## src/common/oau_regs.svh

```systemverilog
// Constants for the operand address unit: fields, modes, offsets, steps
`ifndef OAU_REGS_SVH
`define OAU_REGS_SVH

// Instruction fields
`define OAU_SRC_HI 11
`define OAU_SRC_LO 6
`define OAU_DST_HI 2
`define OAU_DST_LO 0

// Addressing mode codes
`define OAU_M_REG 3'h0
`define OAU_M_REGDEF 3'h1
`define OAU_M_AINC 3'h2
`define OAU_M_AINCDEF 3'h3
`define OAU_M_ADEC 3'h4
`define OAU_M_ADECDEF 3'h5
`define OAU_M_IDX 3'h6
`define OAU_M_IDXDEF 3'h7

// Register indices and steps
`define OAU_PC_IDX 3'h7
`define OAU_SP_IDX 3'h6
`define OAU_WORD_STEP 16'h0002
`define OAU_BYTE_STEP 16'h0001
// Stack limit 400 octal
`define OAU_STACK_LIMIT 16'h0100
`define OAU_PS_T_BIT 4

// Register bus byte offsets
`define OAU_ADR_CTRL 8'h00
`define OAU_ADR_STATUS 8'h04
`define OAU_ADR_PS 8'h08
`define OAU_ADR_INSTR 8'h0c
`define OAU_ADR_OPND 8'h10
`define OAU_ADR_DEST 8'h14
`define OAU_ADR_REEVAL 8'h18
`define OAU_ADR_GPR_HI 3'h1

// Control bits
`define OAU_CTRL_RUN 0
`define OAU_CTRL_BYTE 1
`define OAU_CTRL_REEVAL 2
`define OAU_CTRL_RST 3'h0

// Status bits
`define OAU_ST_BND 0
`define OAU_ST_STK 1
`define OAU_ST_TRC 2
`define OAU_ST_IRQ 3
`define OAU_ST_BUSY 8
`define OAU_ST_RST 4'h0

`endif

```

## src/common/oau_pkg.sv

```systemverilog
// Types shared by the operand address unit
`default_nettype none
package oau_pkg;
  typedef enum logic [3:0] {
    ST_IDLE, ST_FETCH, ST_DECODE, ST_NW, ST_PTR, ST_OPND,
    ST_CHECK, ST_RVAL, ST_EXEC, ST_VEC
  } oau_state_t;

  typedef struct packed {
    logic [2:0] mode;
    logic [2:0] rg;
  } oau_spec_t;

  typedef struct packed {
    logic irq;
    logic trc;
    logic stk;
    logic bnd;
  } oau_flags_t;
endpackage
`default_nettype wire

```

## src/oau_step.sv

```systemverilog
// Register step adder: plus or minus 1 or 2
`default_nettype none
`include "oau_regs.svh"
module oau_step #(
  parameter int W = 16
) (
  input wire logic [W-1:0] base,
  input wire logic byte_op,
  input wire logic force_word,
  input wire logic down,
  output logic [W-1:0] result
);
  logic [W-1:0] amt;

  if (W < 2) begin : g_chk
    $error("oau_step needs W of at least 2");
  end

  always_comb begin
    amt = (byte_op && !force_word) ? W'(`OAU_BYTE_STEP) :
      W'(`OAU_WORD_STEP);
    result = down ? base - amt : base + amt;
  end
endmodule
`default_nettype wire

```

## src/oau_gpr.sv

```systemverilog
// General register file with three addressed read ports, a fixed PC read port and one write port
`default_nettype none
module oau_gpr #(
  parameter int W = 16,
  parameter int N = 8
) (
  input wire logic clk,
  input wire logic rst,
  input wire logic we,
  input wire logic [$clog2(N)-1:0] wa,
  input wire logic [W-1:0] wd,
  input wire logic [$clog2(N)-1:0] ra,
  input wire logic [$clog2(N)-1:0] rb,
  input wire logic [$clog2(N)-1:0] rc,
  output logic [W-1:0] da,
  output logic [W-1:0] db,
  output logic [W-1:0] dc,
  output logic [W-1:0] pc
);
  logic [W-1:0] mem_q [N];

  if (N != 8) begin : g_chk
    $error("oau_gpr needs exactly eight registers");
  end

  always_ff @(posedge clk or posedge rst) begin
    if (rst) begin
      for (int i = 0; i < N; i++) begin
        mem_q[i] <= '0;
      end
    end else if (we) begin
      mem_q[wa] <= wd;
    end
  end

  assign da = mem_q[ra];
  assign db = mem_q[rb];
  assign dc = mem_q[rc];
  assign pc = mem_q[N-1];
endmodule
`default_nettype wire

```

## src/oau_top.sv

```systemverilog
// Operand address unit: fetch loop, operand modes, register bus slave
//
// Summary of operation
// - Source specifier bits 11:6 split mode/register
// - Destination operand is register from destination field
// - Next word read at PC, PC plus 2
// - Mode 0: register contents, no memory access
// - Mode 2 with PC: next word immediate
// - Auto-increment: use register address, then increment
// - Auto-decrement: decrement first, then use address
// - Indexed: next word plus register gives address
// - Indexed PC: next word plus updated PC
// - Mode 3 with PC: absolute address
// - Mode 3: pointer at register, increment, read
// - Mode 5: decrement, read pointer, read operand
// - Mode 7: pointer at next word plus register
// - Mode 7 with PC: PC-relative pointer
// - Check stack overflow after operand calculation
// - Re-evaluated immediate reads word at PC minus 2
// - Loop: fetch, PC plus 2, execute, trace
// - Trace bit traps after each instruction
// - Stack overflow when SP address below 400
// - Odd word address sets boundary error
// - Mode codes 0 to 7 as listed
//
// Implementation choices: the address map and the Wishbone register port.
`default_nettype none
`include "oau_regs.svh"
module oau_top #(
  parameter logic [15:0] TRAP_VEC = 16'h0010,
  parameter logic [15:0] IRQ_VEC = 16'h0020
) (
  input wire logic CLOCK,
  input wire logic SYS_RST,
  input wire logic WB_CYC_I,
  input wire logic WB_STB_I,
  input wire logic WB_WE_I,
  input wire logic [7:0] WB_ADR_I,
  input wire logic [3:0] WB_SEL_I,
  input wire logic [31:0] WB_DAT_I,
  output logic [31:0] WB_DAT_O,
  output logic WB_ACK_O,
  output logic MEM_REQ,
  output logic [15:0] MEM_ADDR,
  input wire logic MEM_ACK,
  input wire logic [15:0] MEM_RDATA,
  input wire logic IRQ_REQ,
  output logic IRQ_ACK,
  output logic OPND_VALID,
  output logic [15:0] OPND_DATA,
  output logic [15:0] DEST_DATA
);
  if (TRAP_VEC[0] || IRQ_VEC[0]) begin : g_chk
    $error("oau_top vectors must be even");
  end

  oau_pkg::oau_state_t state_q;
  oau_pkg::oau_spec_t spec;
  oau_pkg::oau_flags_t ev;
  logic [15:0] instr_q, addr_q, sp_addr_q, reeval_q, ps_q, opnd_q;
  logic [2:0] ctrl_q;
  logic [3:0] status_q;
  logic vec_irq_q, ack_q;
  logic [15:0] src_val, dst_val, sw_val, pc, stepped, pc_inc;
  logic gpr_we;
  logic [2:0] gpr_wa;
  logic [15:0] gpr_wd;
  logic mem_state, word_acc, odd_fault, mem_done, busy, ps_t;
  logic wb_req, wb_wr, sw_gpr;

  ////////////////////////////////////////////////////////////////////////
  // Decode and datapath helpers
  assign spec = instr_q[`OAU_SRC_HI:`OAU_SRC_LO];
  assign busy = (state_q != oau_pkg::ST_IDLE);
  assign ps_t = ps_q[`OAU_PS_T_BIT];
  assign mem_state = (state_q == oau_pkg::ST_FETCH) ||
    (state_q == oau_pkg::ST_NW) || (state_q == oau_pkg::ST_PTR) ||
    (state_q == oau_pkg::ST_OPND) || (state_q == oau_pkg::ST_RVAL) ||
    (state_q == oau_pkg::ST_VEC);
  assign word_acc = !((state_q == oau_pkg::ST_OPND) && ctrl_q[`OAU_CTRL_BYTE]);
  assign odd_fault = mem_state && word_acc && addr_q[0];
  assign mem_done = mem_state && MEM_ACK && !odd_fault;
  assign MEM_REQ = mem_state && !odd_fault;
  assign MEM_ADDR = {addr_q[15:1], 1'b0};
  assign wb_req = WB_CYC_I && WB_STB_I;
  assign wb_wr = wb_req && WB_WE_I && ack_q;
  assign sw_gpr = (WB_ADR_I[7:5] == `OAU_ADR_GPR_HI);

  oau_step #(.W(16)) u_step (
    .base(src_val),
    .byte_op(ctrl_q[`OAU_CTRL_BYTE]),
    .force_word(spec.mode[0] || (spec.rg >= `OAU_SP_IDX)),
    .down(spec.mode[2]),
    .result(stepped)
  );

  oau_step #(.W(16)) u_pcinc (
    .base(pc),
    .byte_op(1'b0),
    .force_word(1'b1),
    .down(1'b0),
    .result(pc_inc)
  );

  oau_gpr #(.W(16), .N(8)) u_gpr (
    .clk(CLOCK),
    .rst(SYS_RST),
    .we(gpr_we),
    .wa(gpr_wa),
    .wd(gpr_wd),
    .ra(spec.rg),
    .rb(instr_q[`OAU_DST_HI:`OAU_DST_LO]),
    .rc(WB_ADR_I[4:2]),
    .da(src_val),
    .db(dst_val),
    .dc(sw_val),
    .pc(pc)
  );

  ////////////////////////////////////////////////////////////////////////
  // Register side effects, one write per cycle
  always_comb begin
    gpr_we = 1'b0;
    gpr_wa = `OAU_PC_IDX;
    gpr_wd = pc_inc;
    unique case (state_q)
      oau_pkg::ST_FETCH, oau_pkg::ST_NW: begin
        gpr_we = mem_done;
      end
      oau_pkg::ST_DECODE: begin
        gpr_we = (spec.mode == `OAU_M_ADEC) ||
          (spec.mode == `OAU_M_ADECDEF);
        gpr_wa = spec.rg;
        gpr_wd = stepped;
      end
      oau_pkg::ST_OPND: begin
        gpr_we = mem_done && (spec.mode == `OAU_M_AINC);
        gpr_wa = spec.rg;
        gpr_wd = stepped;
      end
      oau_pkg::ST_PTR: begin
        gpr_we = mem_done && (spec.mode == `OAU_M_AINCDEF);
        gpr_wa = spec.rg;
        gpr_wd = stepped;
      end
      oau_pkg::ST_VEC: begin
        gpr_we = mem_done;
        gpr_wd = MEM_RDATA;
      end
      oau_pkg::ST_IDLE: begin
        gpr_we = wb_wr && sw_gpr && !ctrl_q[`OAU_CTRL_RUN];
        gpr_wa = WB_ADR_I[4:2];
        gpr_wd = WB_DAT_I[15:0];
      end
      default: begin
        gpr_we = 1'b0;
      end
    endcase
  end

  ////////////////////////////////////////////////////////////////////////
  // Interpretation sequencer
  always_ff @(posedge CLOCK or posedge SYS_RST) begin
    if (SYS_RST) begin
      state_q <= oau_pkg::ST_IDLE;
      instr_q <= 16'h0000;
      addr_q <= 16'h0000;
      sp_addr_q <= 16'h0000;
      opnd_q <= 16'h0000;
      reeval_q <= 16'h0000;
      vec_irq_q <= 1'b0;
    end else if (odd_fault) begin
      state_q <= oau_pkg::ST_IDLE;
    end else begin
      unique case (state_q)
        oau_pkg::ST_IDLE: begin
          if (ctrl_q[`OAU_CTRL_RUN] && IRQ_REQ) begin
            addr_q <= IRQ_VEC;
            vec_irq_q <= 1'b1;
            state_q <= oau_pkg::ST_VEC;
          end else if (ctrl_q[`OAU_CTRL_RUN]) begin
            addr_q <= pc;
            state_q <= oau_pkg::ST_FETCH;
          end
        end
        oau_pkg::ST_FETCH: begin
          if (mem_done) begin
            instr_q <= MEM_RDATA;
            state_q <= oau_pkg::ST_DECODE;
          end
        end
        oau_pkg::ST_DECODE: begin
          sp_addr_q <= spec.mode[2] ? stepped : src_val;
          unique case (spec.mode)
            `OAU_M_REG: begin
              opnd_q <= src_val;
              state_q <= oau_pkg::ST_CHECK;
            end
            `OAU_M_REGDEF, `OAU_M_AINC: begin
              addr_q <= src_val;
              state_q <= oau_pkg::ST_OPND;
            end
            `OAU_M_AINCDEF: begin
              addr_q <= src_val;
              state_q <= oau_pkg::ST_PTR;
            end
            `OAU_M_ADEC: begin
              addr_q <= stepped;
              state_q <= oau_pkg::ST_OPND;
            end
            `OAU_M_ADECDEF: begin
              addr_q <= stepped;
              state_q <= oau_pkg::ST_PTR;
            end
            `OAU_M_IDX, `OAU_M_IDXDEF: begin
              addr_q <= pc;
              state_q <= oau_pkg::ST_NW;
            end
          endcase
        end
        oau_pkg::ST_NW: begin
          if (mem_done) begin
            addr_q <= MEM_RDATA + ((spec.rg == `OAU_PC_IDX) ? pc_inc :
              src_val);
            state_q <= spec.mode[0] ? oau_pkg::ST_PTR : oau_pkg::ST_OPND;
          end
        end
        oau_pkg::ST_PTR: begin
          if (mem_done) begin
            addr_q <= MEM_RDATA;
            state_q <= oau_pkg::ST_OPND;
          end
        end
        oau_pkg::ST_OPND: begin
          if (mem_done) begin
            if (!ctrl_q[`OAU_CTRL_BYTE]) begin
              opnd_q <= MEM_RDATA;
            end else if (addr_q[0]) begin
              opnd_q <= {8'h00, MEM_RDATA[15:8]};
            end else begin
              opnd_q <= {8'h00, MEM_RDATA[7:0]};
            end
            state_q <= oau_pkg::ST_CHECK;
          end
        end
        oau_pkg::ST_CHECK: begin
          state_q <= oau_pkg::ST_EXEC;
          if (!ctrl_q[`OAU_CTRL_REEVAL]) begin
            state_q <= oau_pkg::ST_EXEC;
          end else if (spec.mode == `OAU_M_REG) begin
            reeval_q <= src_val;
          end else if (spec.mode == `OAU_M_REGDEF) begin
            addr_q <= src_val;
            state_q <= oau_pkg::ST_RVAL;
          end else if ((spec.mode == `OAU_M_AINC) &&
                       (spec.rg == `OAU_PC_IDX)) begin
            addr_q <= pc - `OAU_WORD_STEP;
            state_q <= oau_pkg::ST_RVAL;
          end
        end
        oau_pkg::ST_RVAL: begin
          if (mem_done) begin
            reeval_q <= MEM_RDATA;
            state_q <= oau_pkg::ST_EXEC;
          end
        end
        oau_pkg::ST_EXEC: begin
          if (ps_t) begin
            addr_q <= TRAP_VEC;
            vec_irq_q <= 1'b0;
            state_q <= oau_pkg::ST_VEC;
          end else begin
            state_q <= oau_pkg::ST_IDLE;
          end
        end
        oau_pkg::ST_VEC: begin
          if (mem_done) begin
            state_q <= oau_pkg::ST_IDLE;
          end
        end
      endcase
    end
  end

  ////////////////////////////////////////////////////////////////////////
  // Result outputs
  always_ff @(posedge CLOCK or posedge SYS_RST) begin
    if (SYS_RST) begin
      OPND_VALID <= 1'b0;
      OPND_DATA <= 16'h0000;
      DEST_DATA <= 16'h0000;
      IRQ_ACK <= 1'b0;
    end else begin
      OPND_VALID <= (state_q == oau_pkg::ST_EXEC);
      IRQ_ACK <= (state_q == oau_pkg::ST_VEC) && mem_done && vec_irq_q;
      if (state_q == oau_pkg::ST_EXEC) begin
        OPND_DATA <= opnd_q;
        DEST_DATA <= dst_val;
      end
    end
  end

  ////////////////////////////////////////////////////////////////////////
  // Error and event flags: set wins over write-one-to-clear
  always_comb begin
    ev.bnd = odd_fault;
    ev.stk = (state_q == oau_pkg::ST_CHECK) && (spec.mode[2:1] != 2'h0) &&
      (spec.mode[2:1] != 2'h3) && (spec.rg == `OAU_SP_IDX) &&
      (sp_addr_q < `OAU_STACK_LIMIT);
    ev.trc = (state_q == oau_pkg::ST_EXEC) && ps_t;
    ev.irq = (state_q == oau_pkg::ST_IDLE) && ctrl_q[`OAU_CTRL_RUN] && IRQ_REQ;
  end

  always_ff @(posedge CLOCK or posedge SYS_RST) begin
    if (SYS_RST) begin
      status_q <= `OAU_ST_RST;
    end else begin
      status_q <= (status_q & ~((wb_wr && WB_SEL_I[0] &&
        (WB_ADR_I == `OAU_ADR_STATUS)) ? WB_DAT_I[3:0] : 4'h0)) | ev;
    end
  end

  ////////////////////////////////////////////////////////////////////////
  // Wishbone slave: control, status, processor state and results
  always_ff @(posedge CLOCK or posedge SYS_RST) begin
    if (SYS_RST) begin
      ctrl_q <= `OAU_CTRL_RST;
      ps_q <= 16'h0000;
    end else begin
      if (wb_wr && WB_SEL_I[0] && (WB_ADR_I == `OAU_ADR_CTRL)) begin
        ctrl_q <= WB_DAT_I[2:0];
      end
      if (odd_fault) begin
        ctrl_q[`OAU_CTRL_RUN] <= 1'b0;
      end
      if (wb_wr && (WB_ADR_I == `OAU_ADR_PS)) begin
        if (WB_SEL_I[0]) ps_q[7:0] <= WB_DAT_I[7:0];
        if (WB_SEL_I[1]) ps_q[15:8] <= WB_DAT_I[15:8];
      end
    end
  end

  always_ff @(posedge CLOCK or posedge SYS_RST) begin
    if (SYS_RST) begin
      ack_q <= 1'b0;
      WB_DAT_O <= 32'h0000_0000;
    end else begin
      ack_q <= wb_req && !ack_q;
      if (wb_req && !ack_q) begin
        WB_DAT_O <= 32'h0000_0000;
        if (sw_gpr) begin
          WB_DAT_O[15:0] <= sw_val;
        end else begin
          unique case (WB_ADR_I)
            `OAU_ADR_CTRL: WB_DAT_O[2:0] <= ctrl_q;
            `OAU_ADR_STATUS: WB_DAT_O <= {23'h0, busy, 4'h0, status_q};
            `OAU_ADR_PS: WB_DAT_O[15:0] <= ps_q;
            `OAU_ADR_INSTR: WB_DAT_O[15:0] <= instr_q;
            `OAU_ADR_OPND: WB_DAT_O[15:0] <= opnd_q;
            `OAU_ADR_DEST: WB_DAT_O[15:0] <= DEST_DATA;
            `OAU_ADR_REEVAL: WB_DAT_O[15:0] <= reeval_q;
            default: WB_DAT_O <= 32'h0000_0000;
          endcase
        end
      end
    end
  end
  assign WB_ACK_O = ack_q;
endmodule
`default_nettype wire

```

## config.mk

```make
export PLATFORM = sky130hd
export DESIGN_NAME = oau_top
export DESIGN_NICKNAME = d
export VERILOG_FILES = /design/src/common/oau_pkg.sv /design/src/oau_step.sv /design/src/oau_gpr.sv /design/src/oau_top.sv
export VERILOG_INCLUDE_DIRS = /design/src /design/src/common
export SDC_FILE = /design/constraint.sdc
export NUM_CORES = 1
export LEC_CHECK = 0
export ABC_CLOCK_PERIOD_IN_PS = 12700
export BUFFER_PORTS_ARGS = -buffer_cell sky130_fd_sc_hd__buf_2
export CORE_MARGIN = 2
export CORE_UTILIZATION = 55
export DETAILED_ROUTE_END_ITERATION = 12
export PLACE_DENSITY = 0.74
export SLEW_MARGIN = 20
export SYNTH_ARGS = -nofsm -noshare
export SYNTH_HDL_FRONTEND = slang
export SYNTH_SLANG_ARGS = --single-unit
```

## constraint.sdc

```tcl
create_clock -name CLOCK -period 12.7 [get_ports CLOCK]
set_input_delay 1.905 -clock CLOCK [delete_from_list [all_inputs] [get_ports CLOCK]]
set_output_delay 1.905 -clock CLOCK [all_outputs]
set_load 0.005 [all_outputs]
```

==> results by group <==
Floorplanning
  – Die width: between 150 and 200 um
  – Initial core utilization: 55.8%
  – FP Rows: 66
  – Core area: ~32,000 um2
  – DIE AREA: about 34,000 um2
  – Die Ht: ~190 um
  – Top Ports: roughly 150

Cells and area
  – Most flops, register: u_gpr.mem_q
  – Most common cell after layout, fill and taps aside: dfrtp_1
  – Final-stage net count: 1,995
  – Number of diodes: 0
  – Layout cells sized above 1: roughly a fifth
  – Design area: 19,800 um2
  – Max FFs per register: roughly 110
  – Area growth syn-to-layout: 9.07%
  – Commonest cells after routing, fill and taps aside: 275 x dfrtp_1, 240 x nand2_1, 183 x nor2_1

STA
  – Setup TNS: 0 ns
  – Unrepaired setup endpoints after global routing: no
  – Fmax: approximately 190 MHz
  – Final setup fails: 0
  – Worst relative slew slack: 29.1%
  – Final worst-path cycle share: between 40% and 50%
  – Hold Slack: approximately 0.47 ns
  – Setup Skew: between 0.03 and 0.04 ns
  – Final Hold Vio Count: 0
  – Pin slew with the least headroom to its limit: 1.06 ns
  – Min Tclk post-route: roughly 5.2 ns
  – Max Slew Vio Count: 0

Placed design
  – Area of placed instances: between 15,000 and 20,000 um2
  – HPWL Detailed: 43.2 mm
  – Routability congestion estimate: about 1
  – PortBufs: between 100 and 150

Drt
  – DR vias: roughly 16,000
  – First-pass DRT Iterations: 6
  – Antenna Nets Post-Route: 0
  – Routed vias/inst: approximately 6.8
  – DRC: 0
  – Drt total wl: 61.9 mm
  – Routed WL per cell: around 26 um
  – Starting DRT DRC Count: about 2,200

Setup path
  – Critical Path End Type: flop
  – Crit-path cells: buf_4, mux4_2, mux2i_1, ha_1, inv_1, fa_1, a21o_1, a22oi_1, a2111oi_2, o41ai_1, o221a_2, o21ai_0
  – Max stage delay on crit path: slightly below 0.9 ns
  – Crit path DAT: ~5.6 ns
  – Kind of critical path: flop to flop
  – CP max-delay cell: o41ai_1
  – Crit path launch type: flop
  – CP required: around 13 ns
  – Crit Path Max Fanout: 34
  – Cells on worst reg2reg path: 12

Global route
  – Global-route wire length before repair: 91.6 mm
  – Initial antenna violation count: 1
  – Met3 usage: a little under a tenth
  – Met1 usage: a little under half
  – Pin count of the biggest net entering global routing: 176
  – GRT busiest layer: met2
  – Vias in the first global route: roughly 15,000
  – Met2 Track Usage GR: 55.2%
  – Gr usage total: a little over a third
  – Grt total ovfl: 0

Clock network
  – CTS Root Cell: clkbuf_16
  – Post_cts resized: 0
  – CTS H-tree depth: 1
  – Clock tree buffer depth: 3
  – Clk slew on worst S/H paths: about 0.070 ns
  – CTS tree: done
  – Worst-Skew Late Latency: approximately 0.61 ns
  – CTS Buf Count: 29
  – CTS Hold Bufs: 0
  – Clock Sinks: roughly 280
  – Post-CTS Setup Inserts: 0

Yosys
  – Top FF cell, synth: dfrtp_1
  – Area share of the largest cell type after synthesis: roughly 39%
  – Synth area leader: dfrtp_1
  – Yosys warnings: 0
  – Synthesized area: roughly 18,000 um2
  – Gate Count Post-Synth: between 1,500 and 2,000
  – Number of synthesized flops with an enable pin: 0
  – Area contributors post-synth: dfrtp_1 39%, mux4_2 12%, nand2_1 5.0%
  – Post-synthesis sequential area ratio: about 39%
  – Register bit total from synthesis: roughly 280
  – Unique masters post-synth: a little over 80
  – Mean Syn Cell Area: approximately 9.7 um2
  – FFs w/ async S/R, synth: 100%

Outcome
  – Status: complete, no violations

Power
  – Switching Share: roughly 47%
  – Gate power share: a little over half
  – Worst vdd ir: approximately 150 uV
  – Pwr/cell area: about 270 nW/um2
  – Power share of the sequential group: between 20% and 30%
  – Leak pwr: 8.55 nW
  – Cell-internal power: roughly 2.8 mW
  – Clock Power Share: approximately 17%
  – Switching power: about 2.5 mW

Hold path
  – Hold WC Path Type: flop to flop
  – Hold Path Depth: 2

Job
  – Max-cap violations: 0
## worst max-delay path: cells and delay by family (launching register included)
kind	cells	cell delay, ns
AOI/OAI and AO/OA	6	2.09
muxes	2	1.20
adders and majority gates	2	0.74
buffers and inverters	2	0.61
DFF	1	0.34
## per-layer routing
layer	routed length [um]	vias to the layer above
li1	-	6869
met1	23500	7795
met2	27200	1048
met3	7420	216
met4	3690	2
met5	10	-
## cell families after synthesis
group                    after synthesis  synth area share, %
AND/OR/NAND/NOR                      561                 13.5
flip-flops                           279                 38.5
buffers and inverters                193                 5.08
adder cells (fa/ha/maj)               37                 2.64
other                                  1               0.0207
multiplexers                         246                 20.8
XOR/XNOR                              46                 2.22
AO/OA/AOI/OAI                        505                 17.2
## through the flow
step | util, % | cells | setup WS [ns] | power, mW
floorplan | - | 1884 | 3.10 | 3.43
global placement | 57.8 | 2302 | 7.73 | 4.23
detailed placement | 57.8 | 2302 | 7.65 | 4.31
CTS | 60.9 | 2356 | 7.62 | 5.21
global route | 60.9 | 2356 | 7.37 | 5.56
finish | 60.9 | 2356 | 7.49 | 5.28
## cell usage after synthesis (10+ instances only)
cell / count
a22oi_1: 18
mux2i_1: 75
a31oi_1: 19
clkbuf_1: 67
dfrtp_1: 279
xor2_1: 19
nand3_1: 36
buf_1: 18
buf_4: 35
a21oi_1: 141
nor2_1: 183
inv_1: 22
buf_2: 51
ha_1: 35
a211oi_1: 12
or3_1: 11
a221oi_1: 12
o21ai_0: 120
xnor2_1: 27
a222oi_1: 14
mux4_2: 97
mux2_2: 72
nor3_1: 15
o21ai_1: 76
nand2_1: 240
nor2b_1: 10
o221a_2: 11
## power groups by stage
stage / combinational, mW / clock (mW) / sequential, mW
detailed placement: 2.74 / 0 / 1.57
finish: 2.81 / 0.896 / 1.57
CTS: 2.75 / 0.904 / 1.56
floorplan: 2.05 / 0 / 1.38
global placement: 2.68 / 0 / 1.55
global route: 3.02 / 0.935 / 1.60
## path summary, 6_finish.rpt
| check | startpoint | to | slack (ns) |
|---|---|---|---|
| max | instr_q[6]$_DFFE_PP0P_ | u_gpr.mem_q[60]$_DFFE_PP0P_ | 7.49 |
| min | WB_DAT_O[5]$_DFFE_PP0P_ | WB_DAT_O[5]$_DFFE_PP0P_ | 0.47 |
| max reg2reg | instr_q[6]$_DFFE_PP0P_ | u_gpr.mem_q[60]$_DFFE_PP0P_ | 7.49 |
| min reg2reg | WB_DAT_O[5]$_DFFE_PP0P_ | WB_DAT_O[5]$_DFFE_PP0P_ | 0.47 |
| max in group asynchronous | SYS_RST | instr_q[8]$_DFFE_PP0P_ | 9.81 |
| min in group asynchronous | SYS_RST | ps_q[3]$_DFFE_PP0P_ | 1.44 |
## cell type report
type	instances	area, um2
Multi-Input combinational cell	1412	10300
Timing Repair Buffer	147	828
Clock inverter	12	156
Inverter	22	90.1
Clock buffer	42	835
Fill cell	2682	12700
Tap cell	442	553
Sequential cell	279	6990
Note: power is estimated with default switching activity, not from simulation.
